==> src/common/prs_consts.svh <==
// Constants of the program counter and return stack block.
// Included by the package and the design module.
`ifndef PRS_CONSTS_SVH
`define PRS_CONSTS_SVH

// Widths
`define PRS_PC_W        21
`define PRS_PTR_W       5
`define PRS_DEPTH       31
`define PRS_PTR_MAX     5'h1F
`define PRS_PTR_PRE     5'h1E
`define PRS_PTR_EMPTY   5'h00
`define PRS_PC_STEP     21'h000002
`define PRS_PC_ZERO     21'h000000

// Register byte offsets
`define PRS_OFS_PCL     8'h00
`define PRS_OFS_LATH    8'h04
`define PRS_OFS_LATU    8'h08
`define PRS_OFS_TOP_ENTRY_LOW    8'h0C
`define PRS_OFS_TOP_ENTRY_HIGH    8'h10
`define PRS_OFS_TOP_ENTRY_UPPER    8'h14
`define PRS_OFS_SPTR    8'h18
`define PRS_OFS_CFG     8'h1C

// Stack pointer register fields
`define PRS_SP_FULL_BIT 7
`define PRS_SP_UNF_BIT  6

// Configuration register fields and reset values
`define PRS_CFG_RSTEN_BIT 0
`define PRS_RSTEN_RESET   1'b1

`endif

==> src/common/prs_pkg.sv <==
// Types of the program counter and return stack block.
// Assumes prs_consts.svh is on the include path.
`include "prs_consts.svh"

package prs_pkg;

    // Core command codes
    typedef enum logic [2:0] {
        PRS_OP_NONE = 3'h0,
        PRS_OP_SEQ  = 3'h1,
        PRS_OP_JUMP = 3'h3,
        PRS_OP_CALL = 3'h2,
        PRS_OP_RET  = 3'h6,
        PRS_OP_PUSH = 3'h7,
        PRS_OP_POP  = 3'h5,
        PRS_OP_IACK = 3'h4
    } prs_op_e;

    // Command from the decode and execute logic
    typedef struct packed {
        prs_op_e                 op;
        logic [`PRS_PC_W-1:0]    target;
    } prs_cmd_s;

    // Status seen by the core
    typedef struct packed {
        logic [`PRS_PC_W-1:0]    pc;
        logic [`PRS_PTR_W-1:0]   ptr;
        logic                    full;
        logic                    unf;
    } prs_stat_s;

    // State of the block except the stack storage
    typedef struct packed {
        logic [`PRS_PC_W-1:0]    pc;
        logic [7:0]              lath;
        logic [4:0]              latu;
        logic [`PRS_PTR_W-1:0]   ptr;
        logic                    full;
        logic                    unf;
        logic                    rst_en;
        logic                    rst_req;
        logic                    ack;
        logic [7:0]              rdat;
    } prs_state_s;

endpackage

==> src/rtl/prs_core.sv <==
// Program counter, counter latches and 31-entry return address stack.
// Assumes a 20 MHz clk, a synchronous power-on reset and classic
// Wishbone with 8-bit registers in the low lane of 32-bit words.
//
// Operation
// - A 21-bit byte program counter split into low, high and upper bytes.
// - Low byte is software readable and writable; high byte is not.
// - Upper byte is not directly accessible; loaded only via its latch.
// - Writing the low byte loads high and upper bytes from the latches.
// - Reading the low byte copies high and upper bytes into the latches.
// - Low-byte writes clear counter bit zero; jump, call and return loads do not; sequential fetch adds two.
// - Calls, goto and branches load the counter, ignoring the latches.
// - Stack is 31 words of 21 bits, 5-bit pointer, own storage.
// - Calls and interrupt acknowledges push the counter.
// - Returns pop into the counter; calls and returns leave latches alone.
// - Push increments the pointer, then writes the counter there.
// - Pop moves the addressed entry to the counter, then decrements.
// - Pointer is zero after every reset; zero has no storage entry.
// - Top-of-stack registers show and write only the addressed entry.
// - Software reads and writes the pointer, range 0 to 31.
// - Full flag sets after 31 pushes; cleared by software or power-on.
// - Reset option on: 31st push stores counter plus two, resets, pointer zero.
// - Reset option off: pointer stops at 31; later pushes write nothing.
// - Pop at zero loads zero, sets underflow, pointer stays zero.
// - Underflow flag holds until software clear or power-on reset.
// - Explicit push increments pointer and stores the current counter.
// - Explicit pop decrements the pointer, or at zero sets underflow; counter unchanged.
// - Pointer register: full bit 7, underflow bit 6, zero bit 5, pointer 4:0.
// - Reset option on: underflow also resets; off: flags only.
`timescale 1ns/10ps
`include "prs_consts.svh"

module prs_core (
    // Clock and resets
    input  wire logic                  clk,
    input  wire logic                  rstn,
    input  wire logic                  dev_rst,
    // Wishbone slave
    input  wire logic                  wb_cyc_i,
    input  wire logic                  wb_stb_i,
    input  wire logic                  wb_we_i,
    input  wire logic [7:0]            wb_adr_i,
    input  wire logic [3:0]            wb_sel_i,
    input  wire logic [31:0]           wb_dat_i,
    output logic      [31:0]           wb_dat_o,
    output logic                       wb_ack_o,
    // Core side
    input  prs_pkg::prs_cmd_s          cmd,
    output prs_pkg::prs_stat_s         stat,
    output logic                       reset_request
);

    // Stack storage, entries 1 to 31
    logic [`PRS_PC_W-1:0] stack_mem [1:`PRS_DEPTH];

    prs_pkg::prs_state_s  st_reg;
    prs_pkg::prs_state_s  st_next;

    logic                 mem_we;
    logic [4:0]           mem_adr;
    logic [`PRS_PC_W-1:0] mem_wdat;
    logic [`PRS_PC_W-1:0] tos_val;
    logic                 bus_req;
    logic                 bus_wr;
    logic                 bus_rd;
    logic                 lane0;
    logic [7:0]           wbyte;
    logic                 push_ev;
    logic                 pop_ev;
    logic                 full_set;
    logic                 unf_set;
    logic                 full_clr;
    logic                 unf_clr;
    logic                 sel_pcl;
    logic                 sel_lath;
    logic                 sel_latu;
    logic                 sel_top_entry_low;
    logic                 sel_top_entry_high;
    logic                 sel_top_entry_upper;
    logic                 sel_sptr;
    logic                 sel_cfg;
    logic                 tos_sel;
    logic [7:0]           rd_mux;
    logic [`PRS_PC_W-1:0] tos_wdat;
    logic [`PRS_PC_W-1:0] pc_seq;
    logic                 ptr_empty;
    logic                 ptr_top;
    logic                 ptr_pre;
    logic                 is_seq;
    logic                 is_jump;
    logic                 is_call;
    logic                 is_push;
    logic                 is_ret;
    logic                 is_pop;

    // Entry addressed by the pointer, zero when empty
    always_comb begin
        if (st_reg.ptr == `PRS_PTR_EMPTY) begin
            tos_val = `PRS_PC_ZERO;
        end else begin
            tos_val = stack_mem[st_reg.ptr];
        end
    end

    // Bus request decode
    always_comb begin
        bus_req = wb_cyc_i & wb_stb_i & ~st_reg.ack;
        bus_wr  = bus_req & wb_we_i;
        bus_rd  = bus_req & ~wb_we_i;
        lane0   = wb_sel_i[0];
        wbyte   = wb_dat_i[7:0];
    end

    // Register select decode
    always_comb begin
        sel_pcl  = 1'b0;
        sel_lath = 1'b0;
        sel_latu = 1'b0;
        sel_top_entry_low = 1'b0;
        sel_top_entry_high = 1'b0;
        sel_top_entry_upper = 1'b0;
        sel_sptr = 1'b0;
        sel_cfg  = 1'b0;
        if (wb_adr_i == `PRS_OFS_PCL) begin
            sel_pcl = 1'b1;
        end else if (wb_adr_i == `PRS_OFS_LATH) begin
            sel_lath = 1'b1;
        end else if (wb_adr_i == `PRS_OFS_LATU) begin
            sel_latu = 1'b1;
        end else if (wb_adr_i == `PRS_OFS_TOP_ENTRY_LOW) begin
            sel_top_entry_low = 1'b1;
        end else if (wb_adr_i == `PRS_OFS_TOP_ENTRY_HIGH) begin
            sel_top_entry_high = 1'b1;
        end else if (wb_adr_i == `PRS_OFS_TOP_ENTRY_UPPER) begin
            sel_top_entry_upper = 1'b1;
        end else if (wb_adr_i == `PRS_OFS_SPTR) begin
            sel_sptr = 1'b1;
        end else if (wb_adr_i == `PRS_OFS_CFG) begin
            sel_cfg = 1'b1;
        end
        tos_sel = sel_top_entry_low | sel_top_entry_high | sel_top_entry_upper;
    end

    // Sequential address and pointer tests
    always_comb begin
        pc_seq    = st_reg.pc + `PRS_PC_STEP;
        ptr_empty = (st_reg.ptr == `PRS_PTR_EMPTY);
        ptr_top   = (st_reg.ptr == `PRS_PTR_MAX);
        ptr_pre   = (st_reg.ptr == `PRS_PTR_PRE);
    end

    // Top entry with one byte replaced
    always_comb begin
        if (sel_top_entry_low) begin
            tos_wdat = {tos_val[20:8], wbyte};
        end else if (sel_top_entry_high) begin
            tos_wdat = {tos_val[20:16], wbyte, tos_val[7:0]};
        end else if (sel_top_entry_upper) begin
            tos_wdat = {wbyte[4:0], tos_val[15:0]};
        end else begin
            tos_wdat = tos_val;
        end
    end

    // Register read data
    always_comb begin
        if (sel_pcl) begin
            rd_mux = st_reg.pc[7:0];
        end else if (sel_lath) begin
            rd_mux = st_reg.lath;
        end else if (sel_latu) begin
            rd_mux = {3'h0, st_reg.latu};
        end else if (sel_top_entry_low) begin
            rd_mux = tos_val[7:0];
        end else if (sel_top_entry_high) begin
            rd_mux = tos_val[15:8];
        end else if (sel_top_entry_upper) begin
            rd_mux = {3'h0, tos_val[20:16]};
        end else if (sel_sptr) begin
            rd_mux = {st_reg.full, st_reg.unf, 1'b0, st_reg.ptr};
        end else if (sel_cfg) begin
            rd_mux = {7'h00, st_reg.rst_en};
        end else begin
            rd_mux = 8'h00;
        end
    end

    // Command decode
    always_comb begin
        is_seq  = 1'b0;
        is_jump = 1'b0;
        is_call = 1'b0;
        is_push = 1'b0;
        is_ret  = 1'b0;
        is_pop  = 1'b0;
        case (cmd.op)
            prs_pkg::PRS_OP_SEQ: begin
                is_seq = 1'b1;
            end
            prs_pkg::PRS_OP_JUMP: begin
                is_jump = 1'b1;
            end
            prs_pkg::PRS_OP_CALL,
            prs_pkg::PRS_OP_IACK: begin
                is_call = 1'b1;
            end
            prs_pkg::PRS_OP_PUSH: begin
                is_push = 1'b1;
            end
            prs_pkg::PRS_OP_RET: begin
                is_ret = 1'b1;
            end
            prs_pkg::PRS_OP_POP: begin
                is_pop = 1'b1;
            end
            default: begin
                is_seq = 1'b0;
            end
        endcase
    end

    // Next state
    always_comb begin
        st_next  = st_reg;
        mem_we   = 1'b0;
        mem_adr  = st_reg.ptr;
        mem_wdat = st_reg.pc;
        push_ev  = 1'b0;
        pop_ev   = 1'b0;
        full_set = 1'b0;
        unf_set  = 1'b0;
        full_clr = 1'b0;
        unf_clr  = 1'b0;

        st_next.rst_req = 1'b0;
        st_next.ack     = bus_req;
        st_next.rdat    = 8'h00;

        // Core commands
        if (is_seq) begin
            st_next.pc = pc_seq;
        end else if (is_jump) begin
            st_next.pc = cmd.target;
        end else if (is_call) begin
            push_ev    = 1'b1;
            st_next.pc = cmd.target;
        end else if (is_push) begin
            push_ev = 1'b1;
        end else if (is_ret) begin
            pop_ev = 1'b1;
            if (ptr_empty) begin
                st_next.pc = `PRS_PC_ZERO;
            end else begin
                st_next.pc = tos_val;
            end
        end else if (is_pop) begin
            pop_ev = 1'b1;
        end

        // Push: increment, then write the new entry
        if (push_ev) begin
            if (ptr_top) begin
                full_set = 1'b1;
            end else begin
                mem_we   = 1'b1;
                mem_adr  = st_reg.ptr + 5'h01;
                mem_wdat = st_reg.pc;
                st_next.ptr = st_reg.ptr + 5'h01;
                if (ptr_pre) begin
                    full_set = 1'b1;
                    if (st_reg.rst_en) begin
                        mem_wdat    = st_reg.pc + `PRS_PC_STEP;
                        st_next.ptr = `PRS_PTR_EMPTY;
                    end
                end
            end
        end

        // Pop: decrement after the read
        if (pop_ev) begin
            if (st_reg.ptr == `PRS_PTR_EMPTY) begin
                unf_set = 1'b1;
            end else begin
                st_next.ptr = st_reg.ptr - 5'h01;
            end
        end

        // Reset request on stack error
        if ((full_set | unf_set) & st_reg.rst_en) begin
            st_next.rst_req = 1'b1;
        end

        // Register writes
        if (bus_wr & lane0) begin
            if (wb_adr_i == `PRS_OFS_PCL) begin
                st_next.pc = {st_reg.latu, st_reg.lath, wbyte[7:1], 1'b0};
            end else if (wb_adr_i == `PRS_OFS_LATH) begin
                st_next.lath = wbyte;
            end else if (wb_adr_i == `PRS_OFS_LATU) begin
                st_next.latu = wbyte[4:0];
            end else if (wb_adr_i == `PRS_OFS_TOP_ENTRY_LOW) begin
                if (!mem_we && st_reg.ptr != `PRS_PTR_EMPTY) begin
                    mem_we   = 1'b1;
                    mem_wdat = tos_wdat;
                end
            end else if (wb_adr_i == `PRS_OFS_TOP_ENTRY_HIGH) begin
                if (!mem_we && st_reg.ptr != `PRS_PTR_EMPTY) begin
                    mem_we   = 1'b1;
                    mem_wdat = tos_wdat;
                end
            end else if (wb_adr_i == `PRS_OFS_TOP_ENTRY_UPPER) begin
                if (!mem_we && st_reg.ptr != `PRS_PTR_EMPTY) begin
                    mem_we   = 1'b1;
                    mem_wdat = tos_wdat;
                end
            end else if (wb_adr_i == `PRS_OFS_SPTR) begin
                st_next.ptr = wbyte[4:0];
                full_clr    = ~wbyte[`PRS_SP_FULL_BIT];
                unf_clr     = ~wbyte[`PRS_SP_UNF_BIT];
            end else if (wb_adr_i == `PRS_OFS_CFG) begin
                st_next.rst_en = wbyte[`PRS_CFG_RSTEN_BIT];
            end else begin
                st_next.rst_en = st_reg.rst_en;
            end
        end

        // Flags: set wins over clear
        st_next.full = full_set | (st_reg.full & ~full_clr);
        st_next.unf  = unf_set | (st_reg.unf & ~unf_clr);

        // Register reads
        if (bus_rd) begin
            st_next.rdat = rd_mux;
            if (sel_pcl) begin
                st_next.lath = st_reg.pc[15:8];
                st_next.latu = st_reg.pc[20:16];
            end
        end

        // Device reset keeps flags and option
        if (dev_rst) begin
            st_next.pc      = `PRS_PC_ZERO;
            st_next.ptr     = `PRS_PTR_EMPTY;
            st_next.rst_req = 1'b0;
            mem_we          = 1'b0;
        end
    end

    // State register
    always_ff @(posedge clk) begin
        if (!rstn) begin
            st_reg         <= '0;
            st_reg.ptr     <= `PRS_PTR_EMPTY;
            st_reg.rst_en  <= `PRS_RSTEN_RESET;
        end else begin
            st_reg <= st_next;
        end
    end

    // Stack write port
    always_ff @(posedge clk) begin
        if (mem_we && mem_adr != `PRS_PTR_EMPTY) begin
            stack_mem[mem_adr] <= mem_wdat;
        end
    end

    // Outputs
    always_comb begin
        wb_dat_o      = {24'h000000, st_reg.rdat};
        wb_ack_o      = st_reg.ack;
        stat.pc       = st_reg.pc;
        stat.ptr      = st_reg.ptr;
        stat.full     = st_reg.full;
        stat.unf      = st_reg.unf;
        reset_request = st_reg.rst_req;
    end

endmodule

==> config.mk <==
export PLATFORM = sky130hd
export DESIGN_NAME = prs_core
export DESIGN_NICKNAME = d
export VERILOG_FILES = /design/src/common/prs_pkg.sv /design/src/rtl/prs_core.sv
export VERILOG_INCLUDE_DIRS = /design/src /design/src/common
export SDC_FILE = /design/constraint.sdc
export NUM_CORES = 1
export LEC_CHECK = 0
export ABC_CLOCK_PERIOD_IN_PS = 8000
export BUFFER_PORTS_ARGS = -buffer_cell sky130_fd_sc_hd__buf_2
export CAP_MARGIN = 15
export CORE_MARGIN = 5
export CORE_UTILIZATION = 25
export CTS_CLUSTER_DIAMETER = 120
export DETAILED_ROUTE_END_ITERATION = 10
export PLACE_DENSITY_LB_ADDON = 0.08
export SYNTH_ARGS = -nofsm -noshare
export SYNTH_HDL_FRONTEND = slang
export SYNTH_SLANG_ARGS = --single-unit
==> constraint.sdc <==
create_clock -name clk -period 8 [get_ports clk]
set_input_delay 0 -clock clk [delete_from_list [all_inputs] [get_ports clk]]
set_output_delay 0 -clock clk [all_outputs]
set_load 0.01 [all_outputs]
==> results.json <==
{
  "status": "complete, no violations",
  "worst_pin_slew_ps": 1160,
  "num_vias": 18100,
  "first_iter_violations": 1432,
  "root_buffer": "clkbuf_16",
  "holdWs_ps": 70.8,
  "critPathLaunchType": "flip-flop",
  "num_rows": 127,
  "clkTransAtPathRegs_ps": 60,
  "fin_ws_ps": 3020,
  "pre_cts_ws_ps": 2840,
  "place_area_um2": 32700,
  "place_congestion": 0.851,
  "fill_cells": 12000,
  "ys_warn_count": 0,
  "syn_avg_cell_area_um2": 15.9,
  "synthToLayoutAreaGrowth_pct": 18.5,
  "cts_buffer_depth": 3,
  "cts_max_level": 3,
  "cts_setup_buffers": 0,
  "cts_tree": "yes",
  "cts_buffers": 85,
  "grt_pass1_vias": 18500,
  "dieArea_um2": 128000,
  "fin_tns_setup_ps": 0,
  "seqCellArea_um2": 20600,
  "grt_max_degree": 76,
  "setup_viol": 0,
  "synth_flop_cell": "edfxtp_1",
  "postRouteAntennaNets": 0,
  "timing.rr.start": "stat[3]$_SDFF_PP0_",
  "cts_hold_buf": 57,
  "ys_async_sr_fraction_pct": 0,
  "cts.sinks": 703,
  "ys_ff_latch": 703,
  "insertion_delay_ps": 660,
  "p_leak_nw": 11.5,
  "layout_worst_path_cycle_share_pct": 62.3,
  "setup.worst_path.start": "stat[3]$_SDFF_PP0_",
  "portBuffers": 84,
  "antenna_found_initial": 4,
  "hold_class": "in2reg",
  "relSlewSlack_pct": 21.9,
  "nets": 2136,
  "chipWidth_um": 358,
  "endpoint": "stat[8]$_SDFF_PP0_",
  "crit_fanout": 42,
  "max_freq_mhz": 201,
  "final_area_um2": 36000,
  "synth_cells": 1909,
  "grtUsageTotal_pct": 16.1,
  "grt_pass1_wl_mm": 146,
  "maxSlewViolCount": 0,
  "vdd_ir_drop_max_mv": 0.116,
  "hold_depth": 5,
  "largest_reg_flops": 651,
  "grt_setup_unrepaired": "no",
  "via_per_inst": 4.83,
  "cp-end-kind": "flip-flop",
  "dp_hpwl_mm": 64.9,
  "reg2reg_setup_slack_ps": 3020,
  "clock_skew_ps": 29.5,
  "gr-total-overflow": 0,
  "drive_gt1_share_pct": 24.0,
  "totalWireLength_mm": 105,
  "synth_edf_count": 651,
  "ys_seq_area_share_pct": 67.8,
  "dr.pass1.iters": 5,
  "hold_viol": 0,
  "r2r_end": "stat[8]$_SDFF_PP0_",
  "critPathArrivalTime_ps": 5510,
  "min_period_ps": 4980,
  "p_total_mw": 8.22,
  "cts_resized": 0,
  "start_util_pct": 25.2,
  "route.detailed.drc": 0,
  "powerDensity_nw_per_um2": 229,
  "worst_ep_required_time_ps": 8530,
  "ys_types": 84,
  "fp.dieH_um": 358,
  "multi_input_area_um2": 9030,
  "synth.cell_area_um2": 30400,
  "io_pins": 136,
  "path_class": "reg2reg",
  "r2r_cells": 10,
  "max_cap_viol_count": 0,
  "core_area_um2": 120000,
  "wl_per_cell_um": 28.1
}
==> logic make-up after synthesis <==
family                     share of synthesized area, %
DFF                                                67.8
and+or+nand+nor                                    5.74
AOI/OAI and AO/OA                                  8.02
muxes                                              13.3
buffers and inverters                              3.63
xor gates and xnor gates                           1.10
adders and majority gates                         0.322
other                                            0.0124
==> metrics by stage <==
step / util, % / instances
after floorplan: - / 1932
after global placement: 27.1 / 3517
after detailed placement: 27.2 / 3518
after CTS: 29.8 / 3730
after global routing: 29.9 / 3735
final: 29.9 / 3736
==> critical path: stages, from the launching register on <==
cell and delay [ps]:
dfxtp_4 770, buf_4 560, buf_4 690, mux4_2 420, mux2_2 290, a221oi_1 630
a21o_1 270, nor3_1 190, nor3_1 240, nor3_1 70, dlygate4sd3_1 580
==> per-layer routing <==
layer | up-vias | global-route usage (%) | part of all wire (%)
met5 | - | 0 | 0
met4 | 0 | 5.79 | 3.5
met3 | 154 | 2.61 | 4.8
met1 | 9495 | 21.6 | 44
met2 | 547 | 26.6 | 47
li1 | 7863 | - | -
==> cells in the mapped netlist (9+ instances only) <==
cell      instances  share of area, %
a211oi_1         27              0.67
a21oi_1          73               1.2
a221oi_1         22              0.63
a22o_1           11              0.32
a22oi_1           9              0.22
a31oi_1          13              0.27
and3_1            9              0.19
buf_1             9              0.11
buf_2            35              0.58
buf_4            72               1.8
clkbuf_1         56              0.69
dfxtp_1          52               3.4
edfxtp_1        651                64
inv_1            14              0.17
mux2_2           22              0.82
mux2i_1          94               3.1
mux4_2          127               9.4
nand2_1          91               1.1
nand3_1          47              0.78
nand4_1          10              0.21
nor2_1          132               1.6
nor2b_1          11              0.23
nor3_1           25              0.41
o211a_1          15              0.49
o211ai_1         15              0.37
o21ai_0          60              0.99
o221ai_1         15              0.43
o22ai_1          20              0.41
xnor2_1          19              0.55
xor2_1           19              0.55
==> cell type report <==
type / count / share of cell area (%)
Clock buffer: 115 / 6.52
Tap cell: 1612 / 5.61
Timing Repair Buffer: 215 / 4.52
Antenna cell: 1 / 0.00696
Sequential cell: 703 / 57.3
Clock inverter: 40 / 0.755
Multi-Input combinational cell: 1033 / 25.1
Inverter: 17 / 0.177
==> where the power goes <==
part,switching [mW],internal (mW)
logic,0.336,0.184
clock network,1.54,2.11
registers,0.0289,4.01
total,1.91,6.31
==> worst min-delay path by stage <==
stage               slack [ps]         from                endpoint
floorplan                  140  wb_dat_i[3]     stat[10]$_SDFF_PP0_
global placement           330       cmd[0]      stat[7]$_SDFF_PP0_
detailed placement         330       cmd[0]      stat[7]$_SDFF_PP0_
CTS                         10  wb_sel_i[0]      stat[6]$_SDFF_PP0_
global route                70  wb_adr_i[5]  wb_dat_o[6]$_SDFF_PN0_
finish                      70  wb_sel_i[0]      stat[6]$_SDFF_PP0_
==> placed cells by master (no fill, tap or decap), drive strengths merged, types with 6 or more instances in the layout <==
cell type	n
o221ai	15
clkbuf	116
a31oi	13
ha	7
a22o	11
nor3	27
xnor2	19
edfxtp	651
nand3	48
mux4	127
o22ai	20
mux2i	94
dlygate4sd3	57
nand2	92
and3	10
a221oi	22
a211oi	27
a21o	8
o21ai	60
o211ai	15
a22oi	9
xor2	19
nand4	10
nor2b	11
dfxtp	52
or2	7
nor2	133
conb	24
inv	16
buf	157
mux2	22
nand2b	8
o211a	15
a211o	8
and2	6
clkinv	37
a21oi	73
No activity file was read; power rests on OpenSTA's default activity.
